## src/inc/psm_pkg.sv

```systemverilog
// Power-mode sequencer package: modes, contexts, carriers and timing constants.
// Assumes a single 200 MHz core clock and an active-high asynchronous reset.
package psm_pkg;

	localparam int unsigned PSM_OSC_START_CYCLES = 2048;
	localparam int unsigned PSM_CNT_W            = 12;
	localparam int unsigned PSM_GEN_BIT          = 4;
	localparam int unsigned PSM_IOR_W            = 8;
	localparam int unsigned PSM_NUM_PIRQ         = 4;

	typedef enum logic [1:0] {
		PSM_MODE_RUN,
		PSM_MODE_WAIT,
		PSM_MODE_STOP
	} psm_mode_t;

	typedef enum logic [1:0] {
		PSM_CTX_MAIN,
		PSM_CTX_IRQ,
		PSM_CTX_NMI
	} psm_ctx_t;

	typedef enum logic [1:0] {
		PSM_RES_NONE,
		PSM_RES_SERVICE,
		PSM_RES_NEXT,
		PSM_RES_NMI_FIRST
	} psm_resume_t;

	// Wake request summary handed from the qualifier to the sequencer
	typedef struct packed {
		logic wake_wait;
		logic wake_stop;
		logic nmi;
		logic maskable;
		logic pending;
	} psm_wake_t;

	// Resume directive handed to the core
	typedef struct packed {
		logic        valid;
		psm_resume_t kind;
	} psm_resume_cmd_t;

endpackage

```

## src/hw/psm_ctrl.sv

```systemverilog
// Power-saving mode sequencer: RUN, WAIT and STOP with wake and resume control.
// Assumes the core issues one-cycle instruction strobes and tracks its own context;
// all inputs except rst_i and nmi_pin_i are synchronous to core_clk_i; nmi_pin_i is synchronised.
//
// Function
// After any reset come up in RUN with CPU and oscillator clocked.
// WAIT halts the CPU at once; active oscillator keeps running.
// RAM and peripheral registers hold their values in WAIT and STOP.
// WAIT ends on reset, peripheral interrupt or external interrupt including NMI.
// STOP halts the CPU and stops the oscillator.
// STOP ends on reset, externally clocked peripheral or external interrupt.
// Every STOP exit waits 2048 internal clocks before vectoring.
// Watchdog active turns STOP into WAIT unless option set and NMI pin high.
// With global enable clear, NMI does not wake from WAIT or STOP.
// From main program, waking interrupt is serviced then next instruction runs.
// From NMI routine, resume at next instruction, staying in NMI context.
// From interrupt routine woken by maskable, resume next instruction in context.
// From interrupt routine woken by NMI, service NMI first then resume.
// WAIT and STOP are ignored while an enabled request is pending.
// Software enables the auxiliary oscillator before WAIT if it wants it.
// Software powers peripherals down before STOP to save current.
// External interrupts wake from STOP only with global enable set.
// Clearing global enable, bit 4 of option register, masks maskable sources.
// Stabilisation delay counts internal clocks from restart; CPU released at end.
// Reset during WAIT or STOP returns to RUN through the reset sequence.
module psm_ctrl
	import psm_pkg::*;
#(
	parameter int unsigned NUM_PIRQ     = PSM_NUM_PIRQ,
	parameter int unsigned START_CYCLES = PSM_OSC_START_CYCLES
) (
	input  wire logic                  core_clk_i,
	input  wire logic                  rst_i,
	input  wire logic                  wait_instr_i,
	input  wire logic                  stop_instr_i,
	input  wire psm_ctx_t              core_ctx_i,
	input  wire logic [PSM_IOR_W-1:0]  interrupt_option_reg_i,
	input  wire logic                  low_freq_aux_osc_i,
	input  wire logic                  watchdog_active_i,
	input  wire logic                  stop_external_control_opt_i,
	input  wire logic                  nmi_pin_i,
	input  wire logic                  nmi_req_i,
	input  wire logic                  ext_irq_i,
	input  wire logic [NUM_PIRQ-1:0]   periph_irq_i,
	input  wire logic [NUM_PIRQ-1:0]   periph_ext_clk_i,
	output psm_mode_t                  mode_o,
	output logic                       cpu_clk_en_o,
	output logic                       periph_clk_en_o,
	output logic                       main_osc_en_o,
	output logic                       aux_osc_en_o,
	output logic                       watchdog_freeze_o,
	output psm_resume_cmd_t            resume_o
);

	typedef enum logic [2:0] {
		PSM_ST_RUN,
		PSM_ST_WAIT,
		PSM_ST_STOP,
		PSM_ST_OSC_START,
		PSM_ST_RESUME
	} psm_state_t;

	psm_state_t      state;
	psm_state_t      next_state;
	psm_ctx_t        entry_ctx;
	psm_ctx_t        next_entry_ctx;
	logic            woke_nmi;
	logic            next_woke_nmi;
	logic            use_aux;
	logic            next_use_aux;
	psm_mode_t       next_mode;
	logic            next_cpu_clk_en;
	logic            next_periph_clk_en;
	logic            next_main_osc_en;
	logic            next_aux_osc_en;
	logic            next_wd_freeze;
	psm_resume_cmd_t next_resume;
	logic            nmi_pin_meta;
	logic            nmi_pin_sync;
	logic            osc_start;
	logic            osc_busy;
	logic            osc_done;
	logic            gen;
	psm_wake_t       wake;

	function automatic psm_resume_t resume_kind(input psm_ctx_t ctx, input logic by_nmi);
		psm_resume_t k;
		k = PSM_RES_SERVICE;
		if (ctx == PSM_CTX_NMI) begin
			k = PSM_RES_NEXT;
		end else if (ctx == PSM_CTX_IRQ) begin
			k = by_nmi ? PSM_RES_NMI_FIRST : PSM_RES_NEXT;
		end
		return k;
	endfunction

	assign gen = interrupt_option_reg_i[PSM_GEN_BIT];

	psm_wake_qual #(
		.NUM_PIRQ (NUM_PIRQ)
	) u_wake (
		.global_irq_enable_i (gen),
		.nmi_req_i           (nmi_req_i),
		.ext_irq_i           (ext_irq_i),
		.periph_irq_i        (periph_irq_i),
		.periph_ext_clk_i    (periph_ext_clk_i),
		.wake_o              (wake)
	);

	psm_osc_timer #(
		.START_CYCLES (START_CYCLES)
	) u_osc (
		.core_clk_i (core_clk_i),
		.rst_i      (rst_i),
		.start_i    (osc_start),
		.busy_o     (osc_busy),
		.done_o     (osc_done)
	);

	// NMI pin is asynchronous; only the second stage is read
	always_ff @(posedge core_clk_i or posedge rst_i) begin
		if (rst_i) begin
			nmi_pin_meta <= 1'b0;
			nmi_pin_sync <= 1'b0;
		end else begin
			nmi_pin_meta <= nmi_pin_i;
			nmi_pin_sync <= nmi_pin_meta;
		end
	end

	always_comb begin
		next_state         = state;
		next_entry_ctx     = entry_ctx;
		next_woke_nmi      = woke_nmi;
		next_use_aux       = use_aux;
		osc_start          = 1'b0;
		next_resume        = '{valid: 1'b0, kind: PSM_RES_NONE};
		case (state)
			PSM_ST_RUN: begin
				// A pending enabled request turns the instruction into a no-op
				if ((wait_instr_i | stop_instr_i) && !wake.pending) begin
					next_entry_ctx = core_ctx_i;
					next_use_aux   = low_freq_aux_osc_i;
					if (stop_instr_i && (!watchdog_active_i
						|| (stop_external_control_opt_i && nmi_pin_sync))) begin
						next_state = PSM_ST_STOP;
					end else begin
						next_state = PSM_ST_WAIT;
					end
				end
			end
			PSM_ST_WAIT: begin
				if (wake.wake_wait) begin
					next_woke_nmi = wake.nmi;
					next_state    = PSM_ST_RESUME;
				end
			end
			PSM_ST_STOP: begin
				if (wake.wake_stop) begin
					next_woke_nmi = wake.nmi;
					osc_start     = 1'b1;
					next_state    = PSM_ST_OSC_START;
				end
			end
			PSM_ST_OSC_START: begin
				if (osc_done) begin
					next_state = PSM_ST_RESUME;
				end
			end
			PSM_ST_RESUME: begin
				next_resume = '{valid: 1'b1, kind: resume_kind(entry_ctx, woke_nmi)};
				next_state  = PSM_ST_RUN;
			end
			default: begin
				next_state = PSM_ST_RUN;
			end
		endcase
	end

	// Output decode from the next state so every output is a flop
	always_comb begin
		next_mode          = PSM_MODE_RUN;
		next_cpu_clk_en    = 1'b0;
		next_periph_clk_en = 1'b1;
		next_main_osc_en   = 1'b1;
		next_aux_osc_en    = next_use_aux;
		next_wd_freeze     = 1'b0;
		case (next_state)
			PSM_ST_RUN: begin
				next_cpu_clk_en = 1'b1;
				next_aux_osc_en = 1'b0;
			end
			PSM_ST_WAIT: begin
				next_mode        = PSM_MODE_WAIT;
				next_main_osc_en = !next_use_aux;
			end
			PSM_ST_STOP: begin
				next_mode          = PSM_MODE_STOP;
				next_periph_clk_en = 1'b0;
				next_main_osc_en   = 1'b0;
				next_aux_osc_en    = 1'b0;
				next_wd_freeze     = watchdog_active_i;
			end
			PSM_ST_OSC_START: begin
				next_mode          = PSM_MODE_STOP;
				next_periph_clk_en = 1'b0; // Held until oscillator settles
				next_aux_osc_en    = 1'b0;
				next_wd_freeze     = watchdog_freeze_o;
			end
			default: begin
				next_mode       = mode_o;
				next_aux_osc_en = aux_osc_en_o;
				next_main_osc_en = main_osc_en_o;
			end
		endcase
	end

	// Reset from any source lands here, forcing RUN and the reset vector path
	always_ff @(posedge core_clk_i or posedge rst_i) begin
		if (rst_i) begin
			state             <= PSM_ST_RUN;
			entry_ctx         <= PSM_CTX_MAIN;
			woke_nmi          <= 1'b0;
			use_aux           <= 1'b0;
			mode_o            <= PSM_MODE_RUN;
			cpu_clk_en_o      <= 1'b1;
			periph_clk_en_o   <= 1'b1;
			main_osc_en_o     <= 1'b1;
			aux_osc_en_o      <= 1'b0;
			watchdog_freeze_o <= 1'b0;
			resume_o          <= '{valid: 1'b0, kind: PSM_RES_NONE};
		end else begin
			state             <= next_state;
			entry_ctx         <= next_entry_ctx;
			woke_nmi          <= next_woke_nmi;
			use_aux           <= next_use_aux;
			mode_o            <= next_mode;
			cpu_clk_en_o      <= next_cpu_clk_en;
			periph_clk_en_o   <= next_periph_clk_en;
			main_osc_en_o     <= next_main_osc_en;
			aux_osc_en_o      <= next_aux_osc_en;
			watchdog_freeze_o <= next_wd_freeze;
			resume_o          <= next_resume;
		end
	end

	// Cycles from a STOP wake to the resume pulse; a counter keeps the check cheap for 2048
	logic               exit_trk;
	logic               next_exit_trk;
	logic [PSM_CNT_W:0] exit_cnt;
	logic [PSM_CNT_W:0] next_exit_cnt;

	always_comb begin
		next_exit_trk = exit_trk;
		next_exit_cnt = exit_cnt;
		if (state == PSM_ST_STOP && wake.wake_stop) begin
			next_exit_trk = 1'b1;
			next_exit_cnt = '0;
		end else if (resume_o.valid) begin
			next_exit_trk = 1'b0;
		end else if (exit_trk) begin
			next_exit_cnt = exit_cnt + 1'b1;
		end
	end

	always_ff @(posedge core_clk_i or posedge rst_i) begin
		if (rst_i) begin
			exit_trk <= 1'b0;
			exit_cnt <= '0;
		end else begin
			exit_trk <= next_exit_trk;
			exit_cnt <= next_exit_cnt;
		end
	end
endmodule

```

## src/hw/psm_wake_qual.sv

```systemverilog
// Wake qualifier: sorts interrupt requests into wake causes for WAIT and STOP.
// Assumes request inputs are already synchronous to core_clk_i.
module psm_wake_qual
	import psm_pkg::*;
#(
	parameter int unsigned NUM_PIRQ = PSM_NUM_PIRQ
) (
	input  wire logic                 global_irq_enable_i,
	input  wire logic                 nmi_req_i,
	input  wire logic                 ext_irq_i,
	input  wire logic [NUM_PIRQ-1:0]  periph_irq_i,
	input  wire logic [NUM_PIRQ-1:0]  periph_ext_clk_i,
	output psm_wake_t                 wake_o
);

	logic periph_any;
	logic periph_stop;

	always_comb begin
		// Masking by global enable covers every maskable source
		periph_any  = global_irq_enable_i & (|periph_irq_i);
		// Only externally clocked peripherals can still signal in STOP
		periph_stop = global_irq_enable_i & (|(periph_irq_i & periph_ext_clk_i));
		wake_o.maskable  = periph_any | (global_irq_enable_i & ext_irq_i);
		// NMI is ignored for wake while global enable is clear
		wake_o.nmi       = global_irq_enable_i & nmi_req_i;
		wake_o.wake_wait = wake_o.maskable | wake_o.nmi;
		wake_o.wake_stop = periph_stop | (global_irq_enable_i & ext_irq_i)
			| wake_o.nmi;
		wake_o.pending   = wake_o.maskable | nmi_req_i;
	end

endmodule

```

## src/hw/psm_osc_timer.sv

```systemverilog
// Oscillator start-up timer: counts internal clock cycles after restart.
// Assumes start_i is a single-cycle pulse issued when the oscillator is re-enabled.
module psm_osc_timer
	import psm_pkg::*;
#(
	parameter int unsigned START_CYCLES = PSM_OSC_START_CYCLES
) (
	input  wire logic core_clk_i,
	input  wire logic rst_i,
	input  wire logic start_i,
	output logic      busy_o,
	output logic      done_o
);

	logic [PSM_CNT_W:0] count;
	logic [PSM_CNT_W:0] next_count;
	logic               next_busy;
	logic               next_done;

	always_comb begin
		next_count = count;
		next_busy  = busy_o;
		next_done  = 1'b0;
		if (start_i) begin
			next_count = (PSM_CNT_W+1)'(START_CYCLES - 1);
			next_busy  = 1'b1;
		end else if (busy_o) begin
			if (count == '0) begin
				next_busy = 1'b0;
				next_done = 1'b1;
			end else begin
				next_count = count - 1'b1;
			end
		end
	end

	always_ff @(posedge core_clk_i or posedge rst_i) begin
		if (rst_i) begin
			count  <= '0;
			busy_o <= 1'b0;
			done_o <= 1'b0;
		end else begin
			count  <= next_count;
			busy_o <= next_busy;
			done_o <= next_done;
		end
	end

endmodule

```

## config.mk

```make
export PLATFORM = sky130hd
export DESIGN_NAME = psm_ctrl
export DESIGN_NICKNAME = d
export VERILOG_FILES = /design/src/inc/psm_pkg.sv /design/src/hw/psm_ctrl.sv /design/src/hw/psm_wake_qual.sv /design/src/hw/psm_osc_timer.sv
export SDC_FILE = /design/constraint.sdc
export NUM_CORES = 1
export LEC_CHECK = 0
export BUFFER_PORTS_ARGS = -buffer_cell sky130_fd_sc_hd__buf_2
export CORE_MARGIN = 2
export CORE_UTILIZATION = 45
export DETAILED_ROUTE_END_ITERATION = 6
export PLACE_DENSITY = 0.69
export SYNTH_ARGS = -nofsm -noshare
export SYNTH_HDL_FRONTEND = slang
export SYNTH_SLANG_ARGS = --single-unit
```

## constraint.sdc

```tcl
create_clock -name core_clk_i -period 1.99 [get_ports core_clk_i]
set_input_delay 0.0995 -clock core_clk_i [delete_from_list [all_inputs] [get_ports core_clk_i]]
set_output_delay 0.0995 -clock core_clk_i [all_outputs]
set_load 0.05 [all_outputs]
```

Word level (Yosys, flattened, before mapping)
Index checks and enable logic that the tools add are counted.
{ "classes": {"bitwise": 11, "n_eq_ne": 12, "n_addsub": 1, "reduce_logical": 23, "mux": 32} }
{ "ops": {"columns": ["op", "n"], "rows": [
  ["$mux 13", 3],
  ["$mux 1", 15],
  ["$mux 3", 5],
  ["$logic_not 13->1", 1],
  ["$sub 13x1->13 const B", 1],
  ["$eq 3x2->1 const B", 4],
  ["$pmux 3 s4", 1],
  ["$reduce_or 4->1", 2],
  ["$eq 3x1->1 const B", 2],
  ["$logic_not 3->1", 2],
  ["$mux 2", 3],
  ["$or 1x1->1", 6],
  ["$pmux 1 s2", 3],
  ["$pmux 2 s3", 1],
  ["$reduce_bool 2->1", 3],
  ["$reduce_bool 3->1", 2],
  ["$and 1x1->1", 4],
  ["$and 4x4->4", 1],
  ["$ne 2x1->1 const B", 2],
  ["$reduce_and 2->1", 2],
  ["$reduce_or 2->1", 2],
  ["$eq 3x3->1 const B", 1],
  ["$logic_and 1x1->1", 3],
  ["$logic_not 1->1", 3],
  ["other kinds (7)", 7]
]} }
{ "word_totals": {"output_inout_bits": 10, "regBits": 34, "word_cells": 96} }

Longest topological paths before layout
{ "depth": {"ltp_word": 11, "ltp_mapped": 7} }

Modules after synthesis
From an unflattened synthesis, not the netlist that was laid out.
{ "unflattened": {"hier_cells": 169, "area_unflattened_um2": 1756.7} }
{ "by_module_without_submodules": {"columns": ["mod", "area_each_um2", "seq_area_each_um2", "cells_per_inst", "instances"], "rows": [
  ["psm_ctrl", 859.6, 479.2, 77, 1],
  ["psm_osc_timer", 829.5, 375.4, 83, 1],
  ["psm_wake_qual", 67.6, 0.0, 9, 1]
]} }

Worst setup path after synthesis
No wires, ideal clock.
{ "synth_path": {"path_kind": "register -> register", "from": "register state[2]", "to": "register main_osc_en_o", "path_slack_ns": 0.259, "required_ns": 1.908, "synth_period_minus_slack_ns": 1.731, "path_buffers": 0, "arrival_ns": 1.649, "setup_time_ns": 0.082, "path_stages_with_launch": 6, "cell_sequence": "dfrtp_1 -> or4_1 -> a211oi_2 -> o21ai_2 -> a221o_1 -> a22oi_1"} }
{ "synth_between": {"elab_chain_cells": 5, "elab_cells_between_ends": 18, "classes_between": "eq/ne: 6; mux: 7; reduce/logical: 5"} }
{ "synth_rtl": {"columns": ["item", "line_no", "source"], "rows": [
  ["start, declared", "psm_ctrl.sv:63", "psm_state_t state;"],
  ["start signal, assigned", "psm_ctrl.sv:233", "state <= next_state;"],
  ["$eq 3x2->1, or another cell as far along", "psm_ctrl.sv:138", "case (state)"],
  ["$pmux 3 s4", "psm_ctrl.sv:138", null],
  ["$eq 3x2->1 or $logic_not 3->1 (tied branches)", "psm_ctrl.sv:188", "case (next_state)"],
  ["$reduce_or 2->1 (no line)", null, null],
  ["$pmux 1 s3 or $reduce_bool 3->1 (tied branches)", null, null],
  ["end signal, assigned", "psm_ctrl.sv:240", "main_osc_en_o <= next_main_osc_en;"],
  ["end, declared", "psm_ctrl.sv:49", "output logic main_osc_en_o,"]
]} }
Several ways; a longest one is shown, not always the timed one.
A chain may end at the register's enable or synchronous reset.

Worst setup path after layout
{ "layout_path": {"from": "register state[0]", "to": "register main_osc_en_o"} }
The elaborated chain is that of the path after synthesis.

==> flow_summary_export.csv <==
group,metric,value,unit
status,status,"finished clean",
synth,yosysTopAreaCell,"dfrtp_1",
power_and_ir_drop,p_leak,0.873,nW
global_route,grt_pass1_vias,1326,
sta,setup_viol,0,
clock_network,htreeDepth,2,
floorplanning,start_util,0.477,
sta,max_clock_freq,539,MHz
clock_network,numClockSinks,34,
sta,maxSlewHeadroom,0.703,
synth,synth_fp_nets,184,
global_route,gr-total-overflow,0,
setup_path,cp_slowest_cell,"or4_1",
finish,filler_cell_count,299,
sta,worst_slack,136,ps
floorplanning,num_io_pins,38,
setup_path,critPathMaxFanout,6,
clock_network,numCtsBuffers,5,
clock_network,clk_pin_slew,100,ps
worst_hold_path,hold_class,"primary input to register",
global_route,grt_max_degree,35,
place,io_buffers,30,
clock_network,cts_max_path_buffers,2,
setup_path,reg2reg_to,"main_osc_en_o",
sta,final.setup.tns,0,ps
setup_path,r2r_cells,5,
routing,firstDrtPassIters,4,
global_route,antenna_found_initial,0,
worst_hold_path,holdPathEnd,"woke_nmi",
clock_network,clock_latency,320,ps
synth,synth_flop_cell,"dfrtp_1",
worst_hold_path,worstHoldStart,"interrupt_option_reg_i[4]",
sta,hold_viol_final,0,
setup_path,cp-end-kind,"register",
place,dp_hpwl,2300,microns
setup_path,critPathKind,"register to register",
place,dp_slack,93.3,ps
clock_network,clock-root-buffer,"clkbuf_4",
synth,synth-edff-count,0,
sta,fin_crit_sh,0.932,
finish,antennaDiodeCount,0,
global_route,grt_pass1_wl,5550,microns
synth,async_reset_ff_frac,1.00,
synth,netlist_instances,153,
floorplanning,rows,21,
sta,period_minus_slack,1850,ps
routing,wl_per_cell,12.9,microns
finish,drive_above_1_share,0.302,
floorplanning,die_y,64.0,microns
place,dpl.cell_count,231,
worst_hold_path,hold_path_depth,3,
routing,drc,0,
sta,finClkSkew,8.25,ps
finish,mostFrequentLayoutCells,"30 x dfrtp_1, 30 x buf_2, 21 x nand2_1",
setup_path,crit_chain,"or4_1 > a211oi_2 > o21ai_2 > a221o_1 > a22oi_1",
power_and_ir_drop,irDropWorstVdd,0.642,mV
synth,synth_top_area_frac,0.480,
finish,syn_to_final_growth,21.9,%
sta,final_max_slew_viol_count,0,
place,post_dp_cell_area,1840,sq um
global_route,grtUsageTotal,0.175,
finish,final_area,1970,sq um
setup_path,arrival,2110,ps
place,gp_congestion,0.859,
power_and_ir_drop,p_per_area,1210,nW/um^2
finish,nets,229,
floorplanning,die_w,64.0,microns
synth,ys_seq_elements,34,
setup_path,rr_startpoint,"state[0]",
routing,post_drt_via_cell_ratio,5.24,
sta,tightestPinTransition,442,ps
floorplanning,die-area,4090,sq um
setup_path,cp.required,2250,ps
synth,syn_area,1620,sq um
setup_path,rrSetupSlack,140,ps
finish,utilization,0.582,
synth,synthTopCellsByArea,"dfrtp_1 48%, dfstp_2 4.9%, nand2_1 4.9%",
setup_path,slowest_delay,570,ps
sta,rsz0062_at_grt,"false",
routing,drt-initial-drc-count,70,
clock_network,cts_tree,"done",
finish,final_cells,245,
synth,ys_types,49,
synth,yosysSeqAreaShare,0.528,
routing,dr_total_vias,1285,
setup_path,setup.worst_path.start_class,"register",
synth,yosysWarnings,0,
job,maxCapViolCount,0,
routing,ant_nets,0,
routing,routed_wl,3160,microns
synth,synth_area_per_cell,10.6,sq um
floorplanning,core_area,3390,sq um
layout make-up:
cell class | instances | area (sq um) | share of cell area
repair buffers | 39 | 230 | 0.117
inverters | 11 | 41.3 | 0.0209
clock buffers | 7 | 55.1 | 0.0279
flip-flops and latches | 34 | 856 | 0.434
clock inverters | 1 | 5.00 | 0.00254
multi-input cells | 107 | 727 | 0.369
well taps | 46 | 57.6 | 0.0292
routing by layer:
| metal | up-vias | share of wire | global-route usage | wire (microns) |
|---|---|---|---|---|
| met2 | 28 | 0.51 | 0.322 | 1620 |
| met4 | 0 | 0.014 | 0.0598 | 45 |
| met3 | 5 | 0.054 | 0.0528 | 170 |
| li1 | 638 | - | - | - |
| met1 | 614 | 0.42 | 0.190 | 1330 |
| met5 | - | 0 | 0 | 0 |
worst max-delay path by stage:
stage | from | end | cells past startpoint
final | state[0] | main_osc_en_o | 5
after CTS | state[2] | main_osc_en_o | 5
after global routing | u_osc.count[2] | u_osc.count[10] | 5
after detailed placement | state[2] | main_osc_en_o | 5
after global placement | state[2] | main_osc_en_o | 5
after floorplan | state[2] | main_osc_en_o | 5
cell usage after synthesis (2+ instances only):
master    count
a211oi_1      3
xor2_1        8
or4_4         2
nor4_1        2
mux2_2        2
dfrtp_1      31
a22oi_1       2
ha_1          3
o31ai_1       2
dfstp_2       3
or4_1         2
nand3_1       6
o21ai_0       5
inv_1        11
nand2b_1      3
o21ai_1       2
nor2_1        9
nand2_1      21
nor3_1        6
worst max-delay path: cells and delay by family, from the launching register on:
kind,cells,cell delay (ps)
AO/OA/AOI/OAI,4,760
flip-flops,1,450
AND/OR/NAND/NOR,1,570
flip-flops by register name, summed over array words and instances (netlist names):
signal             cells
u_osc.busy_o           1
watchdog_freeze_o      1
resume_o               3
mode_o                 2
nmi_pin_meta           1
nmi_pin_sync           1
use_aux                1
aux_osc_en_o           1
main_osc_en_o          1
woke_nmi               1
u_osc.count           13
entry_ctx              2
u_osc.done_o           1
periph_clk_en_o        1
state                  3
cpu_clk_en_o           1
timing repair:
item	in CTS	in global routing
resized for setup	0	3
hold buffers	5	0
setup endpoints to repair	0	3
buffers inserted	0	1
hold endpoints to repair	35	0
logic make-up (layout without fill, tap and decap cells):
kind of cell,after synthesis,in the layout,synth area share
flops,34,34,0.528
fa+ha+maj,3,3,0.0232
mux,2,2,0.0139
simple gates,63,63,0.206
buf+inv,12,58,0.0278
compound gates,30,30,0.152
xor+xnor,9,9,0.0487
report_power, final:
group | leakage, nW | switching (mW) | internal [mW]
clock network | 0.0353 | 0.214 | 0.171
registers | 0.393 | 0.131 | 0.898
logic | 0.444 | 0.624 | 0.338
total | 0.873 | 0.970 | 1.41
metrics by stage:
stage,power [mW],hold WS (ps)
final,2.38,66.4
after detailed placement,1.99,211
after global routing,2.57,48.3
after CTS,2.40,47.7
after global placement,1.95,199
after floorplan,1.75,131
Power figures use the tool's default switching activity.
